--- config.mk ---
export PLATFORM = sky130hd
export DESIGN_NAME = ccr_channel_cal_config_regs
export DESIGN_NICKNAME = d
export VERILOG_FILES = /design/src/ccr_pkg.sv /design/src/ccr_cal_channel.sv /design/src/ccr_channel_cal_config_regs.sv
export SDC_FILE = /design/constraint.sdc
export NUM_CORES = 1
export LEC_CHECK = 0
export ABC_AREA = 1
export CORE_MARGIN = 5
export CORE_UTILIZATION = 48
export CTS_BUF_LIST = sky130_fd_sc_hd__clkbuf_8
export CTS_CLUSTER_SIZE = 14
export DETAILED_ROUTE_END_ITERATION = 8
export DONT_BUFFER_PORTS = 1
export HOLD_SLACK_MARGIN = 0.12
export PLACE_DENSITY = 0.61
export SLEW_MARGIN = 5
export SYNTH_ARGS = -nofsm -noshare
export SYNTH_HDL_FRONTEND = slang
export SYNTH_SLANG_ARGS = --single-unit
--- constraint.sdc ---
create_clock -name clock -period 3.2 [get_ports clock]
set_input_delay 0.16 -clock clock [delete_from_list [all_inputs] [get_ports clock]]
set_output_delay 0.16 -clock clock [all_outputs]
set_load 0.01 [all_outputs]
--- src/ccr_pkg.sv ---
// Package: register map, field layout and reset values of the channel calibration bank
package ccr_pkg;

  localparam int unsigned CCR_REG_W  = 16;
  localparam int unsigned CCR_ADDR_W = 8;
  localparam int unsigned CCR_IDX_W  = 6;
  localparam int unsigned CCR_WORD_W = 24;

  // Register indexes; byte address is four times the index
  localparam logic [5:0] CCR_IDX_CH1_CONFIG          = 6'h0E;
  localparam logic [5:0] CCR_IDX_CH1_OFFSET_CAL_HIGH = 6'h0F;
  localparam logic [5:0] CCR_IDX_CH1_OFFSET_CAL_LOW  = 6'h10;
  localparam logic [5:0] CCR_IDX_CH1_GAIN_CAL_HIGH   = 6'h11;
  localparam logic [5:0] CCR_IDX_CH1_GAIN_CAL_LOW    = 6'h12;
  localparam logic [5:0] CCR_IDX_CH2_CONFIG          = 6'h13;
  localparam logic [5:0] CCR_IDX_CH2_OFFSET_CAL_HIGH = 6'h14;
  localparam logic [5:0] CCR_IDX_CH2_OFFSET_CAL_LOW  = 6'h15;
  localparam logic [5:0] CCR_IDX_CH2_GAIN_CAL_HIGH   = 6'h16;
  localparam logic [5:0] CCR_IDX_CH2_GAIN_CAL_LOW    = 6'h17;
  localparam logic [5:0] CCR_IDX_CONVERTER_CONTROL   = 6'h31;

  // Values after reset
  localparam logic [15:0] CCR_RST_OFFSET_HIGH = 16'h0000;
  localparam logic [15:0] CCR_RST_GAIN_HIGH   = 16'h8000;
  localparam logic [7:0]  CCR_RST_LOW_FIELD   = 8'h00;
  localparam logic [15:0] CCR_RST_CONFIG      = 16'h0000;
  localparam logic [15:0] CCR_RST_CONV_CTRL   = 16'h0000;

  // Field positions
  localparam int unsigned CCR_LOW_MSB      = 15;
  localparam int unsigned CCR_LOW_LSB      = 8;
  localparam int unsigned CCR_PHASE_MSB    = 15;
  localparam int unsigned CCR_PHASE_LSB    = 6;
  localparam int unsigned CCR_TEMP_SENSOR_SOURCE_SELECT_BIT   = 5;
  localparam int unsigned CCR_TEMP_SENSOR_MEASURE_ENABLE_BIT    = 4;
  localparam int unsigned CCR_TS_SWAP_BIT  = 2;
  localparam int unsigned CCR_MUX_MSB      = 1;
  localparam int unsigned CCR_MUX_LSB      = 0;

  // Writable bits; the rest read as zero
  localparam logic [15:0] CCR_CH1_CONFIG_MASK = 16'hFFC3;
  localparam logic [15:0] CCR_CH2_CONFIG_MASK = 16'hFFF7;

  localparam logic [1:0]  CCR_RESP_OKAY   = 2'h0;
  localparam logic [1:0]  CCR_RESP_SLVERR = 2'h2;
  localparam logic [3:0]  CCR_STRB_WORD   = 4'h3;

  typedef enum logic [1:0] {
    CCR_IN_NORMAL,
    CCR_IN_SHORTED,
    CCR_IN_DC_DIAG,
    CCR_IN_AC_DIAG
  } ccr_input_sel_e;

endpackage : ccr_pkg

--- src/ccr_cal_channel.sv ---
// One channel's offset and gain calibration registers
`timescale 1ns/1ps
`default_nettype none
module ccr_cal_channel (
  input  wire logic                 clock,
  input  wire logic                 nrst,
  input  wire logic [15:0]          wr_data,
  input  wire logic                 wr_offset_high,
  input  wire logic                 wr_offset_low,
  input  wire logic                 wr_gain_high,
  input  wire logic                 wr_gain_low,
  output logic      [15:0]          offset_high_val,
  output logic      [15:0]          offset_low_val,
  output logic      [15:0]          gain_high_val,
  output logic      [15:0]          gain_low_val,
  output logic signed [23:0]        offset_word,
  output logic      [23:0]          gain_word
);
  import ccr_pkg::*;

  logic [15:0] offset_high_reg, offset_high_next;
  logic [7:0]  offset_low_reg,  offset_low_next;
  logic [15:0] gain_high_reg,   gain_high_next;
  logic [7:0]  gain_low_reg,    gain_low_next;

  always_comb begin
    offset_high_next = wr_offset_high ? wr_data : offset_high_reg;
    offset_low_next  = wr_offset_low ? wr_data[CCR_LOW_MSB:CCR_LOW_LSB] : offset_low_reg;
    gain_high_next   = wr_gain_high ? wr_data : gain_high_reg;
    gain_low_next    = wr_gain_low ? wr_data[CCR_LOW_MSB:CCR_LOW_LSB] : gain_low_reg;
  end

  always_ff @(posedge clock) begin
    if (!nrst) begin
      offset_high_reg <= CCR_RST_OFFSET_HIGH;
      offset_low_reg  <= CCR_RST_LOW_FIELD;
      gain_high_reg   <= CCR_RST_GAIN_HIGH;
      gain_low_reg    <= CCR_RST_LOW_FIELD;
    end else begin
      offset_high_reg <= offset_high_next;
      offset_low_reg  <= offset_low_next;
      gain_high_reg   <= gain_high_next;
      gain_low_reg    <= gain_low_next;
    end
  end

  // Low byte of each low register is not stored at all
  assign offset_high_val = offset_high_reg;
  assign offset_low_val  = {offset_low_reg, 8'h00};
  assign gain_high_val   = gain_high_reg;
  assign gain_low_val    = {gain_low_reg, 8'h00};
  assign offset_word     = {offset_high_reg, offset_low_reg};
  assign gain_word       = {gain_high_reg, gain_low_reg};

  ////////////////////////////////////////////////////////////////////////////
  property p_cal_reset;
    @(posedge clock) !nrst |=> gain_word == 24'h800000 && offset_word == 24'sh000000;
  endproperty
  a_cal_reset: assert property (p_cal_reset) else $error("calibration reset value wrong");

  property p_offset_assembly;
    @(posedge clock) disable iff (!nrst)
      wr_offset_high |=> offset_word[23:8] == $past(wr_data) && offset_word[7:0] == $past(offset_word[7:0]);
  endproperty
  a_offset_assembly: assert property (p_offset_assembly) else $error("offset high write misplaced");

  property p_gain_low_assembly;
    @(posedge clock) disable iff (!nrst)
      wr_gain_low && !wr_gain_high |=> gain_word[7:0] == $past(wr_data[15:8]) && gain_low_val[7:0] == 8'h00;
  endproperty
  a_gain_low_assembly: assert property (p_gain_low_assembly) else $error("gain low write misplaced");

endmodule : ccr_cal_channel
`default_nettype wire

--- src/ccr_channel_cal_config_regs.sv ---
// Channel calibration and configuration register bank with an AXI4-Lite slave
//
// Summary of operation
// - Offset word: high reg plus low byte
// - Gain word unsigned, same assembly, below 2.0
// - Gain high resets to 8000h, unity gain
// - Offset registers and gain low reset zero
// - Ch2 config bits 15:6 signed phase delay
// - Ch2 config bit 5 picks sensor source
// - Ch2 config bit 4 enables sensor mode
// - Ch2 config bit 2 swaps sensor polarity
// - Ch2 config bits 1:0 pick input
// - Ch2 config resets to zero
// - Converter control at 31h, resets zero
// - Ch1 config bits 1:0 pick input
//
// The AXI4-Lite slave port was left to the implementer.
`timescale 1ns/1ps
`default_nettype none
module ccr_channel_cal_config_regs (
  input  wire logic                               clock,
  input  wire logic                               nrst,
  input  wire logic [ccr_pkg::CCR_ADDR_W-1:0]     s_axi_awaddr,
  input  wire logic                               s_axi_awvalid,
  output logic                                    s_axi_awready,
  input  wire logic [31:0]                        s_axi_wdata,
  input  wire logic [3:0]                         s_axi_wstrb,
  input  wire logic                               s_axi_wvalid,
  output logic                                    s_axi_wready,
  output logic [1:0]                              s_axi_bresp,
  output logic                                    s_axi_bvalid,
  input  wire logic                               s_axi_bready,
  input  wire logic [ccr_pkg::CCR_ADDR_W-1:0]     s_axi_araddr,
  input  wire logic                               s_axi_arvalid,
  output logic                                    s_axi_arready,
  output logic [31:0]                             s_axi_rdata,
  output logic [1:0]                              s_axi_rresp,
  output logic                                    s_axi_rvalid,
  input  wire logic                               s_axi_rready,
  output logic signed [ccr_pkg::CCR_WORD_W-1:0]   ch1_offset_word,
  output logic [ccr_pkg::CCR_WORD_W-1:0]          ch1_gain_word,
  output logic signed [ccr_pkg::CCR_WORD_W-1:0]   ch2_offset_word,
  output logic [ccr_pkg::CCR_WORD_W-1:0]          ch2_gain_word,
  output logic signed [9:0]                       ch1_phase_delay,
  output ccr_pkg::ccr_input_sel_e                 ch1_input_select,
  output logic signed [9:0]                       ch2_phase_delay,
  output logic                                    temp_sensor_source_select,
  output logic                                    temp_sensor_measure_enable,
  output logic                                    temp_sensor_polarity_swap,
  output ccr_pkg::ccr_input_sel_e                 ch2_input_select,
  output logic [15:0]                             converter_control
);
  import ccr_pkg::*;

  ////////////////////////////////////////////////////////////////////////////
  // Write channel state
  logic                 aw_full_reg, aw_full_next;
  logic [CCR_IDX_W-1:0] aw_idx_reg,  aw_idx_next;
  logic                 w_full_reg,  w_full_next;
  logic [15:0]          wdata_reg,   wdata_next;
  logic [3:0]           wstrb_reg,   wstrb_next;
  logic                 awready_reg, awready_next;
  logic                 wready_reg,  wready_next;
  logic                 bvalid_reg,  bvalid_next;
  logic [1:0]           bresp_reg,   bresp_next;
  logic                 wr_go;
  logic                 wr_mapped;
  logic                 wr_en;

  // Read channel state
  logic                 arready_reg, arready_next;
  logic                 rvalid_reg,  rvalid_next;
  logic [1:0]           rresp_reg,   rresp_next;
  logic [15:0]          rdata_reg,   rdata_next;
  logic [CCR_IDX_W-1:0] rd_idx;
  logic [15:0]          rd_val;
  logic                 rd_mapped;

  // Configuration registers
  logic [15:0] ch1_config_reg, ch1_config_next;
  logic [15:0] ch2_config_reg, ch2_config_next;
  logic [15:0] conv_ctrl_reg,  conv_ctrl_next;

  // Calibration readback
  logic [15:0] c1_oh, c1_ol, c1_gh, c1_gl;
  logic [15:0] c2_oh, c2_ol, c2_gh, c2_gl;

  function automatic logic idx_mapped(input logic [CCR_IDX_W-1:0] idx);
    idx_mapped = (idx >= CCR_IDX_CH1_CONFIG && idx <= CCR_IDX_CH2_GAIN_CAL_LOW) ||
                 idx == CCR_IDX_CONVERTER_CONTROL;
  endfunction : idx_mapped

  ////////////////////////////////////////////////////////////////////////////
  // Write path: address and data in either order, response after both
  assign wr_go     = aw_full_reg && w_full_reg && !bvalid_reg;
  assign wr_mapped = idx_mapped(aw_idx_reg);
  // Partial strobes would split a 16-bit word, so they are refused
  assign wr_en     = wr_go && wr_mapped && (wstrb_reg & CCR_STRB_WORD) == CCR_STRB_WORD;

  always_comb begin
    aw_full_next = aw_full_reg;
    aw_idx_next  = aw_idx_reg;
    w_full_next  = w_full_reg;
    wdata_next   = wdata_reg;
    wstrb_next   = wstrb_reg;
    bvalid_next  = bvalid_reg;
    bresp_next   = bresp_reg;
    if (s_axi_awvalid && awready_reg) begin
      aw_full_next = 1'b1;
      aw_idx_next  = s_axi_awaddr[CCR_ADDR_W-1:2];
    end
    if (s_axi_wvalid && wready_reg) begin
      w_full_next = 1'b1;
      wdata_next  = s_axi_wdata[15:0];
      wstrb_next  = s_axi_wstrb;
    end
    if (wr_go) begin
      aw_full_next = 1'b0;
      w_full_next  = 1'b0;
      bvalid_next  = 1'b1;
      bresp_next   = wr_en ? CCR_RESP_OKAY : CCR_RESP_SLVERR;
    end else if (bvalid_reg && s_axi_bready) begin
      bvalid_next = 1'b0;
    end
    awready_next = !aw_full_next && !bvalid_next;
    wready_next  = !w_full_next && !bvalid_next;
  end

  always_ff @(posedge clock) begin
    if (!nrst) begin
      aw_full_reg <= 1'b0;
      aw_idx_reg  <= '0;
      w_full_reg  <= 1'b0;
      wdata_reg   <= 16'h0000;
      wstrb_reg   <= 4'h0;
      awready_reg <= 1'b0;
      wready_reg  <= 1'b0;
      bvalid_reg  <= 1'b0;
      bresp_reg   <= CCR_RESP_OKAY;
    end else begin
      aw_full_reg <= aw_full_next;
      aw_idx_reg  <= aw_idx_next;
      w_full_reg  <= w_full_next;
      wdata_reg   <= wdata_next;
      wstrb_reg   <= wstrb_next;
      awready_reg <= awready_next;
      wready_reg  <= wready_next;
      bvalid_reg  <= bvalid_next;
      bresp_reg   <= bresp_next;
    end
  end

  ////////////////////////////////////////////////////////////////////////////
  // Configuration and converter control registers
  always_comb begin
    ch1_config_next = ch1_config_reg;
    ch2_config_next = ch2_config_reg;
    conv_ctrl_next  = conv_ctrl_reg;
    if (wr_en) begin
      case (aw_idx_reg)
        CCR_IDX_CH1_CONFIG:        ch1_config_next = wdata_reg & CCR_CH1_CONFIG_MASK;
        CCR_IDX_CH2_CONFIG:        ch2_config_next = wdata_reg & CCR_CH2_CONFIG_MASK;
        CCR_IDX_CONVERTER_CONTROL: conv_ctrl_next  = wdata_reg;
        default: ;
      endcase
    end
  end

  always_ff @(posedge clock) begin
    if (!nrst) begin
      ch1_config_reg <= CCR_RST_CONFIG;
      ch2_config_reg <= CCR_RST_CONFIG;
      conv_ctrl_reg  <= CCR_RST_CONV_CTRL;
    end else begin
      ch1_config_reg <= ch1_config_next;
      ch2_config_reg <= ch2_config_next;
      conv_ctrl_reg  <= conv_ctrl_next;
    end
  end

  ////////////////////////////////////////////////////////////////////////////
  // Calibration registers, one instance per channel
  ccr_cal_channel u_ch1 (
    .clock           (clock),
    .nrst            (nrst),
    .wr_data         (wdata_reg),
    .wr_offset_high  (wr_en && aw_idx_reg == CCR_IDX_CH1_OFFSET_CAL_HIGH),
    .wr_offset_low   (wr_en && aw_idx_reg == CCR_IDX_CH1_OFFSET_CAL_LOW),
    .wr_gain_high    (wr_en && aw_idx_reg == CCR_IDX_CH1_GAIN_CAL_HIGH),
    .wr_gain_low     (wr_en && aw_idx_reg == CCR_IDX_CH1_GAIN_CAL_LOW),
    .offset_high_val (c1_oh),
    .offset_low_val  (c1_ol),
    .gain_high_val   (c1_gh),
    .gain_low_val    (c1_gl),
    .offset_word     (ch1_offset_word),
    .gain_word       (ch1_gain_word)
  );

  ccr_cal_channel u_ch2 (
    .clock           (clock),
    .nrst            (nrst),
    .wr_data         (wdata_reg),
    .wr_offset_high  (wr_en && aw_idx_reg == CCR_IDX_CH2_OFFSET_CAL_HIGH),
    .wr_offset_low   (wr_en && aw_idx_reg == CCR_IDX_CH2_OFFSET_CAL_LOW),
    .wr_gain_high    (wr_en && aw_idx_reg == CCR_IDX_CH2_GAIN_CAL_HIGH),
    .wr_gain_low     (wr_en && aw_idx_reg == CCR_IDX_CH2_GAIN_CAL_LOW),
    .offset_high_val (c2_oh),
    .offset_low_val  (c2_ol),
    .gain_high_val   (c2_gh),
    .gain_low_val    (c2_gl),
    .offset_word     (ch2_offset_word),
    .gain_word       (ch2_gain_word)
  );

  ////////////////////////////////////////////////////////////////////////////
  // Read path: one-cycle answer, data sampled at acceptance
  assign rd_idx    = s_axi_araddr[CCR_ADDR_W-1:2];
  assign rd_mapped = idx_mapped(rd_idx);

  always_comb begin
    case (rd_idx)
      CCR_IDX_CH1_CONFIG:          rd_val = ch1_config_reg;
      CCR_IDX_CH1_OFFSET_CAL_HIGH: rd_val = c1_oh;
      CCR_IDX_CH1_OFFSET_CAL_LOW:  rd_val = c1_ol;
      CCR_IDX_CH1_GAIN_CAL_HIGH:   rd_val = c1_gh;
      CCR_IDX_CH1_GAIN_CAL_LOW:    rd_val = c1_gl;
      CCR_IDX_CH2_CONFIG:          rd_val = ch2_config_reg;
      CCR_IDX_CH2_OFFSET_CAL_HIGH: rd_val = c2_oh;
      CCR_IDX_CH2_OFFSET_CAL_LOW:  rd_val = c2_ol;
      CCR_IDX_CH2_GAIN_CAL_HIGH:   rd_val = c2_gh;
      CCR_IDX_CH2_GAIN_CAL_LOW:    rd_val = c2_gl;
      CCR_IDX_CONVERTER_CONTROL:   rd_val = conv_ctrl_reg;
      default:                     rd_val = 16'h0000;
    endcase
  end

  always_comb begin
    rvalid_next = rvalid_reg;
    rresp_next  = rresp_reg;
    rdata_next  = rdata_reg;
    if (s_axi_arvalid && arready_reg) begin
      rvalid_next = 1'b1;
      rresp_next  = rd_mapped ? CCR_RESP_OKAY : CCR_RESP_SLVERR;
      rdata_next  = rd_val;
    end else if (rvalid_reg && s_axi_rready) begin
      rvalid_next = 1'b0;
    end
    arready_next = !rvalid_next;
  end

  always_ff @(posedge clock) begin
    if (!nrst) begin
      arready_reg <= 1'b0;
      rvalid_reg  <= 1'b0;
      rresp_reg   <= CCR_RESP_OKAY;
      rdata_reg   <= 16'h0000;
    end else begin
      arready_reg <= arready_next;
      rvalid_reg  <= rvalid_next;
      rresp_reg   <= rresp_next;
      rdata_reg   <= rdata_next;
    end
  end

  ////////////////////////////////////////////////////////////////////////////
  assign s_axi_awready              = awready_reg;
  assign s_axi_wready               = wready_reg;
  assign s_axi_bvalid               = bvalid_reg;
  assign s_axi_bresp                = bresp_reg;
  assign s_axi_arready              = arready_reg;
  assign s_axi_rvalid               = rvalid_reg;
  assign s_axi_rresp                = rresp_reg;
  assign s_axi_rdata                = {16'h0000, rdata_reg};
  assign ch1_phase_delay            = ch1_config_reg[CCR_PHASE_MSB:CCR_PHASE_LSB];
  assign ch1_input_select           = ccr_input_sel_e'(ch1_config_reg[CCR_MUX_MSB:CCR_MUX_LSB]);
  assign ch2_phase_delay            = ch2_config_reg[CCR_PHASE_MSB:CCR_PHASE_LSB];
  assign temp_sensor_source_select  = ch2_config_reg[CCR_TEMP_SENSOR_SOURCE_SELECT_BIT];
  assign temp_sensor_measure_enable = ch2_config_reg[CCR_TEMP_SENSOR_MEASURE_ENABLE_BIT];
  assign temp_sensor_polarity_swap  = ch2_config_reg[CCR_TS_SWAP_BIT];
  assign ch2_input_select           = ccr_input_sel_e'(ch2_config_reg[CCR_MUX_MSB:CCR_MUX_LSB]);
  assign converter_control          = conv_ctrl_reg;

  ////////////////////////////////////////////////////////////////////////////
  property p_ch2_fields;
    @(posedge clock) disable iff (!nrst)
      wr_en && aw_idx_reg == CCR_IDX_CH2_CONFIG |=>
        ch2_phase_delay == $past(wdata_reg[15:6]) && temp_sensor_source_select == $past(wdata_reg[5]) &&
        temp_sensor_measure_enable == $past(wdata_reg[4]) && temp_sensor_polarity_swap == $past(wdata_reg[2]) &&
        ch2_input_select == $past(wdata_reg[1:0]) && ch2_config_reg[3] == 1'b0;
  endproperty
  a_ch2_fields: assert property (p_ch2_fields) else $error("ch2 config fields wrong");

  property p_ch1_mux;
    @(posedge clock) disable iff (!nrst)
      wr_en && aw_idx_reg == CCR_IDX_CH1_CONFIG |=>
        ch1_input_select == $past(wdata_reg[1:0]) && ch1_config_reg[5:2] == 4'h0;
  endproperty
  a_ch1_mux: assert property (p_ch1_mux) else $error("ch1 input select wrong");

  property p_config_reset;
    @(posedge clock) !nrst |=> ch2_config_reg == 16'h0000 && converter_control == 16'h0000 &&
      ch2_input_select == CCR_IN_NORMAL && !temp_sensor_measure_enable;
  endproperty
  a_config_reset: assert property (p_config_reset) else $error("config reset value wrong");

  property p_conv_ctrl_write;
    @(posedge clock) disable iff (!nrst)
      wr_en && aw_idx_reg == CCR_IDX_CONVERTER_CONTROL |=> converter_control == $past(wdata_reg);
  endproperty
  a_conv_ctrl_write: assert property (p_conv_ctrl_write) else $error("converter control not written");

  property p_partial_refused;
    @(posedge clock) disable iff (!nrst)
      wr_go && wstrb_reg[1:0] != 2'h3 |=> s_axi_bvalid && s_axi_bresp == CCR_RESP_SLVERR &&
        $stable(ch2_config_reg) && $stable(conv_ctrl_reg);
  endproperty
  a_partial_refused: assert property (p_partial_refused) else $error("partial write not refused");

  property p_low_reserved_read;
    @(posedge clock) disable iff (!nrst)
      s_axi_arvalid && s_axi_arready && (rd_idx == CCR_IDX_CH1_GAIN_CAL_LOW || rd_idx == CCR_IDX_CH2_OFFSET_CAL_LOW)
        |=> s_axi_rvalid && s_axi_rdata[7:0] == 8'h00 && s_axi_rresp == CCR_RESP_OKAY;
  endproperty
  a_low_reserved_read: assert property (p_low_reserved_read) else $error("reserved bits read nonzero");

  property p_unmapped_read;
    @(posedge clock) disable iff (!nrst)
      s_axi_arvalid && s_axi_arready && !rd_mapped |=> s_axi_rresp == CCR_RESP_SLVERR && s_axi_rdata == 32'h0;
  endproperty
  a_unmapped_read: assert property (p_unmapped_read) else $error("unmapped read not an error");

  property p_response_hold;
    @(posedge clock) disable iff (!nrst)
      s_axi_rvalid && !s_axi_rready |=> s_axi_rvalid && $stable(s_axi_rdata) && $stable(s_axi_rresp);
  endproperty
  a_response_hold: assert property (p_response_hold) else $error("read answer dropped before taken");

  property p_write_answer;
    @(posedge clock) disable iff (!nrst)
      aw_full_reg && w_full_reg && !bvalid_reg |=> s_axi_bvalid ##0 !s_axi_awready [*1];
  endproperty
  a_write_answer: assert property (p_write_answer) else $error("write answer not one cycle later");

  c_ch2_write:   cover property (@(posedge clock) disable iff (!nrst) wr_en && aw_idx_reg == CCR_IDX_CH2_CONFIG);
  c_gain_write:  cover property (@(posedge clock) disable iff (!nrst) wr_en && aw_idx_reg == CCR_IDX_CH1_GAIN_CAL_HIGH);
  c_slverr:      cover property (@(posedge clock) disable iff (!nrst) s_axi_bvalid && s_axi_bresp == CCR_RESP_SLVERR);
  c_read_stall:  cover property (@(posedge clock) disable iff (!nrst) s_axi_rvalid && !s_axi_rready);

endmodule : ccr_channel_cal_config_regs
`default_nettype wire

# --- Yosys cells after proc, flatten, opt, wreduce, memory -nomap -nowiden ---
# Index checks and enable logic that the tools add are counted.
op_classes:
  magnitude_cmp: 4
  n_eq_ne: 23
  muxes: 11
  n_reduce_logical: 31
op_table:
  columns: ["op", "count"]
  rows:
  - ["$pmux W16 S11", 1]
  - ["$eq A6 B5 Y1 const B", 16]
  - ["$eq A6 B4 Y1 const B", 4]
  - ["$logic_and A1 B1 Y1", 21]
  - ["$eq A6 B6 Y1 const B", 2]
  - ["$ge A6 B4 Y1 const B", 2]
  - ["$le A6 B5 Y1 const B", 2]
  - ["$mux W1", 8]
  - ["$reduce_and A2 Y1", 3]
  - ["$logic_not A1 Y1", 5]
  - ["$mux W2", 2]
  - ["$eq A2 B2 Y1 const B", 1]
  - ["$logic_or A1 B1 Y1", 2]
totals:
  reg_bits: 190
  in_bits: 59
  output_inout_bits: 180
  elab_cells: 93

# --- Depth between registers and ports, before layout ---
logic_depth:
  ltp_word: 6
  ltp_mapped: 12
  mapped_depth_nobuf: 11

# --- Hierarchy ---
# Synthesis repeated with hierarchy kept, for this count alone.
hier_totals:
  hier_cells: 1526
  hier_area_um2: 10303.6
by_module_without_submodules:
  columns: ["module", "n_inst", "cells_each", "area_per_inst_um2", "seq_area_each_um2"]
  rows:
  - ["ccr_channel_cal_config_regs", 1, 854, 5326.4, 1841.8]
  - ["ccr_cal_channel", 2, 336, 2488.6, 960.9]

# --- Worst setup path before layout ---
# OpenSTA, ideal clock, no wires.
synth_path:
  path_type: "register -> register"
  from: "register aw_idx_reg[4]"
  to: "register ch2_config_reg[11]"
  setup_ps: 132
  arrival_time_ps: 1337
  required_time_ps: 3068
  path_slack_ps: 1731
  stages_incl_launch_ff: 9
  path_buffers: 1
  synth_period_minus_slack_ps: 1469
  cell_sequence: "dfxtp_1 inv_2 nor2_2 inv_2 nor3_2 nand2_1 buf_2 nand2_1 a21oi_1"
synth_between:
  elab_chain_len: 6
  elab_cells_between_ends: 9
  classes_between: "2 x order compare; 2 x eq/ne; 5 x reduce/logical"
synth_lines:
  columns: ["element", "line_no", "source"]
  rows:
  - ["start, declared", "ccr_channel_cal_config_regs.sv:58", "logic [CCR_IDX_W-1:0] aw_idx_reg, aw_idx_next;"]
  - ["start signal, assigned", "ccr_channel_cal_config_regs.sv:142", "aw_idx_reg <= aw_idx_next;"]
  - ["$ge A6 B4 Y1 or $le A6 B5 Y1 (tied branches)", "ccr_channel_cal_config_regs.sv:89", "idx_mapped = (idx >= CCR_IDX_CH1_CONFIG && idx <= CCR_IDX_CH2_GAIN_CAL_LOW) ||"]
  - ["$logic_and A1 B1 Y1", "ccr_channel_cal_config_regs.sv:89", null]
  - ["$logic_or A1 B1 Y1", "ccr_channel_cal_config_regs.sv:89", null]
  - ["$logic_and A1 B1 Y1 (2 in a row)", "ccr_channel_cal_config_regs.sv:98", "assign wr_en = wr_go && wr_mapped && (wstrb_reg & CCR_STRB_WORD) == CCR_STRB_WORD;"]
  - ["$reduce_and A2 Y1 (no line) (*)", null, null]
  - ["end signal, assigned", "ccr_channel_cal_config_regs.sv:176", "ch2_config_reg <= ch2_config_next;"]
  - ["end, declared", "ccr_channel_cal_config_regs.sv:81", "logic [15:0] ch2_config_reg, ch2_config_next;"]
# Mark *: on every way between the ends. The rest lies on a longest branch, timed or not.
# A chain may end at the register's enable or synchronous reset.

# --- Worst setup path in the final report ---
layout_path:
  from: "register aw_idx_reg[3]"
  to: "register u_ch2.gain_high_reg[15] (netlist: u_ch2.gain_high_val[15])"
layout_between:
  elab_chain_len: 6
  elab_cells_between_ends: 9
  classes_between: "2 x order compare; 2 x eq/ne; 5 x reduce/logical"
layout_lines:
  columns: ["element", "line_no", "source"]
  rows:
  - ["$ge A6 B4 Y1 or $le A6 B5 Y1 (tied branches)", "ccr_channel_cal_config_regs.sv:89", null]
  - ["$logic_and A1 B1 Y1", "ccr_channel_cal_config_regs.sv:89", null]
  - ["$logic_or A1 B1 Y1", "ccr_channel_cal_config_regs.sv:89", null]
  - ["$logic_and A1 B1 Y1 (2 in a row)", "ccr_channel_cal_config_regs.sv:98", null]
  - ["$logic_and A1 B1 Y1 (*)", "ccr_channel_cal_config_regs.sv:205", ".wr_gain_high (wr_en && aw_idx_reg == CCR_IDX_CH2_GAIN_CAL_HIGH),"]
  - ["end signal, assigned", "ccr_cal_channel.sv:42", "gain_high_reg <= gain_high_next;"]
  - ["end, declared", "ccr_cal_channel.sv:23", "logic [15:0] gain_high_reg, gain_high_next;"]
# Marked as above.

==> results.txt <==
status -> complete, no violations
Crit path depth -> 11
number of global-route vias before repair -> 7,401
Nets -> 1,270
Worst VDD drop -> 275 µV
Period Utilization, post-route -> 0.797
Highest Clock Rate -> 0.392 GHz
TritonCTS clock tree -> done
ANT cells -> 0
worst setup path endpoint -> u_ch2.gain_high_val[15]$_SDFFE_PN1P_
worst skew pair latency -> 0.48 ns
layout cells sized above 1 -> 0.0768
Final Max Slew Viols -> 0
Synth Instances -> 1,214
Crit path top cell by count -> nand2_2
Max clock buf depth -> 2
Root Driver -> clkbuf_8
commonest non-fill, non-tap cell in the layout -> nand2_1
first drt pass iteration count -> 6
die height -> 143 µm
crit path DAT -> 2.92 ns
DR vias/cell -> 5.65
reg2reg start -> aw_idx_reg[3]$_SDFFE_PN0P_
post-synthesis adder-cell area fraction -> 0
via count -> 8,192
r2r setup slk -> 0.65 ns
LEAKAGE -> 3.48 nW
ANT nets after route -> 0
WL final -> 29,700 µm
synthesized-area fraction occupied by and/or/nand/nor cells -> 0.337
Tot Pwr -> 0.00425 W
worst-margin pin slew -> 1.03 ns
largest net degree at the start of global routing -> 58
largest area contributor in the netlist -> dfxtp_1
Initial Util -> 0.491
fillers -> 1,763
Final setup viols -> 0
Ys Warns -> 0
crit-path leading delay family -> simple AND/OR/NAND/NOR gates
critical path required time -> 3.57 ns
CP cell instances -> inv_2, nand2_2, nor2_1, nand3_2, nand3_2, nand2_2, inv_4, nand2_2, nand2_1, nand3_1, dlygate4sd3_1
worst clock skew -> 0.0123 ns
number of core rows -> 48
initial antenna violation count -> 0
CP Max Fanout -> 38
I/O Pins -> 239
max incr delay on CP -> 0.57 ns
critical path's slowest cell -> dlygate4sd3_1
Netlist Area Pre-Place -> 8520 µm²
CORE AREA -> 17,400 µm²
GRT Resource Usage Total -> 0.283
Synth cell types -> 27
post-synthesis mux area share -> 0
worst rel slew slack -> 0.314
Critical Path End Type -> register
port bufs -> 0
register bit total from synthesis -> 188
register area share after synthesis -> 0.442
Final Core Density -> 0.532
GRT overflow -> 0
XOR/XNOR Fraction of Synth Area -> 0
Tmin final -> 2.55 ns
post-DR wirelength/cell -> 20.5 µm
RSZ-0062 raised after global routing -> no
wire length of the first global-routing pass -> 44,500 µm
Setup Total Neg Slack -> 0 ns
combinational family with the most area after synthesis -> simple AND/OR/NAND/NOR gates
most frequent cells in the layout -> 307 x nand2_1, 213 x nand3_1, 188 x dfxtp_1
detailed placer's ending HPWL -> 20,900 µm
Synth Area in Compound Gates -> 0.123
WS Path Type -> reg2reg
FF-to-FF path depth -> 11
final hold slack -> 0.255 ns
max-cap violations -> 0
H-tree Lvls -> 4
share of Yosys cell area claimed by the top area cell type -> 0.442
HP Class -> in2reg
Syn-to-layout area delta -> 8.30%
CTS Sinks -> 188
syn avg cell area -> 7.02 µm²
critical path launch point type -> register
detailed-route DRC error count -> 0
Reg clk slew, reported paths -> 0.10 ns
worst r2r dst -> u_ch2.gain_high_val[15]$_SDFFE_PN1P_
endpoints failing hold -> 0
full die area -> 20,500 µm²
TritonCTS buffer count -> 17
critical path startpoint -> aw_idx_reg[3]$_SDFFE_PN0P_
CP Buf/Inv Count -> 3
Die Width -> 143 µm
top cells by area, synth -> dfxtp_1 44%, nand2_1 14%, nand3_1 13%, a21oi_1 9.6%, nor2_1 3.8%
routability congestion estimate -> 0.963
Power Dens Cells -> 461 nW/µm²
Initial DRC Count -> 934
per-layer routing:
layer	vias up	GRT usage	part of all wire
met3	56	0.0810	0.10
met5	-	0	0
met2	375	0.450	0.46
li1	3954	-	-
met1	3807	0.369	0.41
met4	0	0.103	0.030
worst reg2reg max path: stages, from the launching register on:
cell	delay, ns
dfxtp_1	0.33
inv_2	0.08
nand2_2	0.12
nor2_1	0.17
nand3_2	0.10
nand3_2	0.07
nand2_2	0.06
inv_4	0.32
nand2_2	0.39
nand2_1	0.16
nand3_1	0.08
dlygate4sd3_1	0.57
worst min-delay path by stage:
stage	from	endpoint	cells past startpoint
after floorplan	s_axi_wdata[5]	wdata_reg[5]$_SDFFE_PN0P_	2
after global placement	nrst	u_ch2.gain_high_val[15]$_SDFFE_PN1P_	1
after detailed placement	nrst	u_ch2.gain_high_val[15]$_SDFFE_PN1P_	1
after CTS	s_axi_arvalid	rdata_reg[3]$_SDFFE_PN0P_	3
after global routing	s_axi_araddr[5]	rdata_reg[0]$_SDFFE_PN0P_	9
final	s_axi_arvalid	rdata_reg[0]$_SDFFE_PN0P_	3
power breakdown:
part / switching [W] / leakage (nW) / internal (W)
Sequential: 0.0000698 / 1.52 / 0.00237
Clock: 0.000885 / 0.184 / 0.000682
Combinational: 0.000175 / 1.78 / 0.0000716
Yosys cell counts, drive strengths merged:
| master | instances |
|---|---|
| nand2 | 313 |
| nand3 | 215 |
| dfxtp | 188 |
| a21oi | 164 |
| nor2 | 98 |
| inv | 75 |
| buf | 52 |
| o21ai | 44 |
| clkbuf | 41 |
| nor3 | 10 |
| nand4 | 9 |
| nor4 | 2 |
| clkinv | 1 |
| conb | 1 |
| o221ai | 1 |
what timing repair did:
item                                   in CTS  in global routing
resized for setup                           0                  0
setup buffers                               0                  0
hold buffers                               35                  0
endpoints found under the hold margin      63                  0
through the flow:
stage | std cells | worst slack [ns] | area (µm²)
after floorplan | 1231 | 1.73 | 8590
after global placement | 1382 | 0.958 | 8480
after detailed placement | 1382 | 0.927 | 8480
after CTS | 1449 | 0.689 | 9230
after global routing | 1449 | 0.487 | 9230
final | 1449 | 0.650 | 9230
cells by family after synthesis:
family                 count (synthesis)
and+or+nand+nor                      647
AOI/OAI and AO/OA                    209
DFF                                  188
buffers and inverters                169
other                                  1
layout make-up:
cell class / count / area [µm²] / area share
Sequential cell: 188 / 3760 / 0.408
Inverter: 76 / 289 / 0.0313
Clock inverter: 12 / 113 / 0.0122
Tap cell: 225 / 282 / 0.0305
Timing Repair Buffer: 54 / 515 / 0.0559
Multi-Input combinational cell: 874 / 3990 / 0.432
Clock buffer: 20 / 275 / 0.0298
Note: power is estimated with default switching activity, not from simulation.
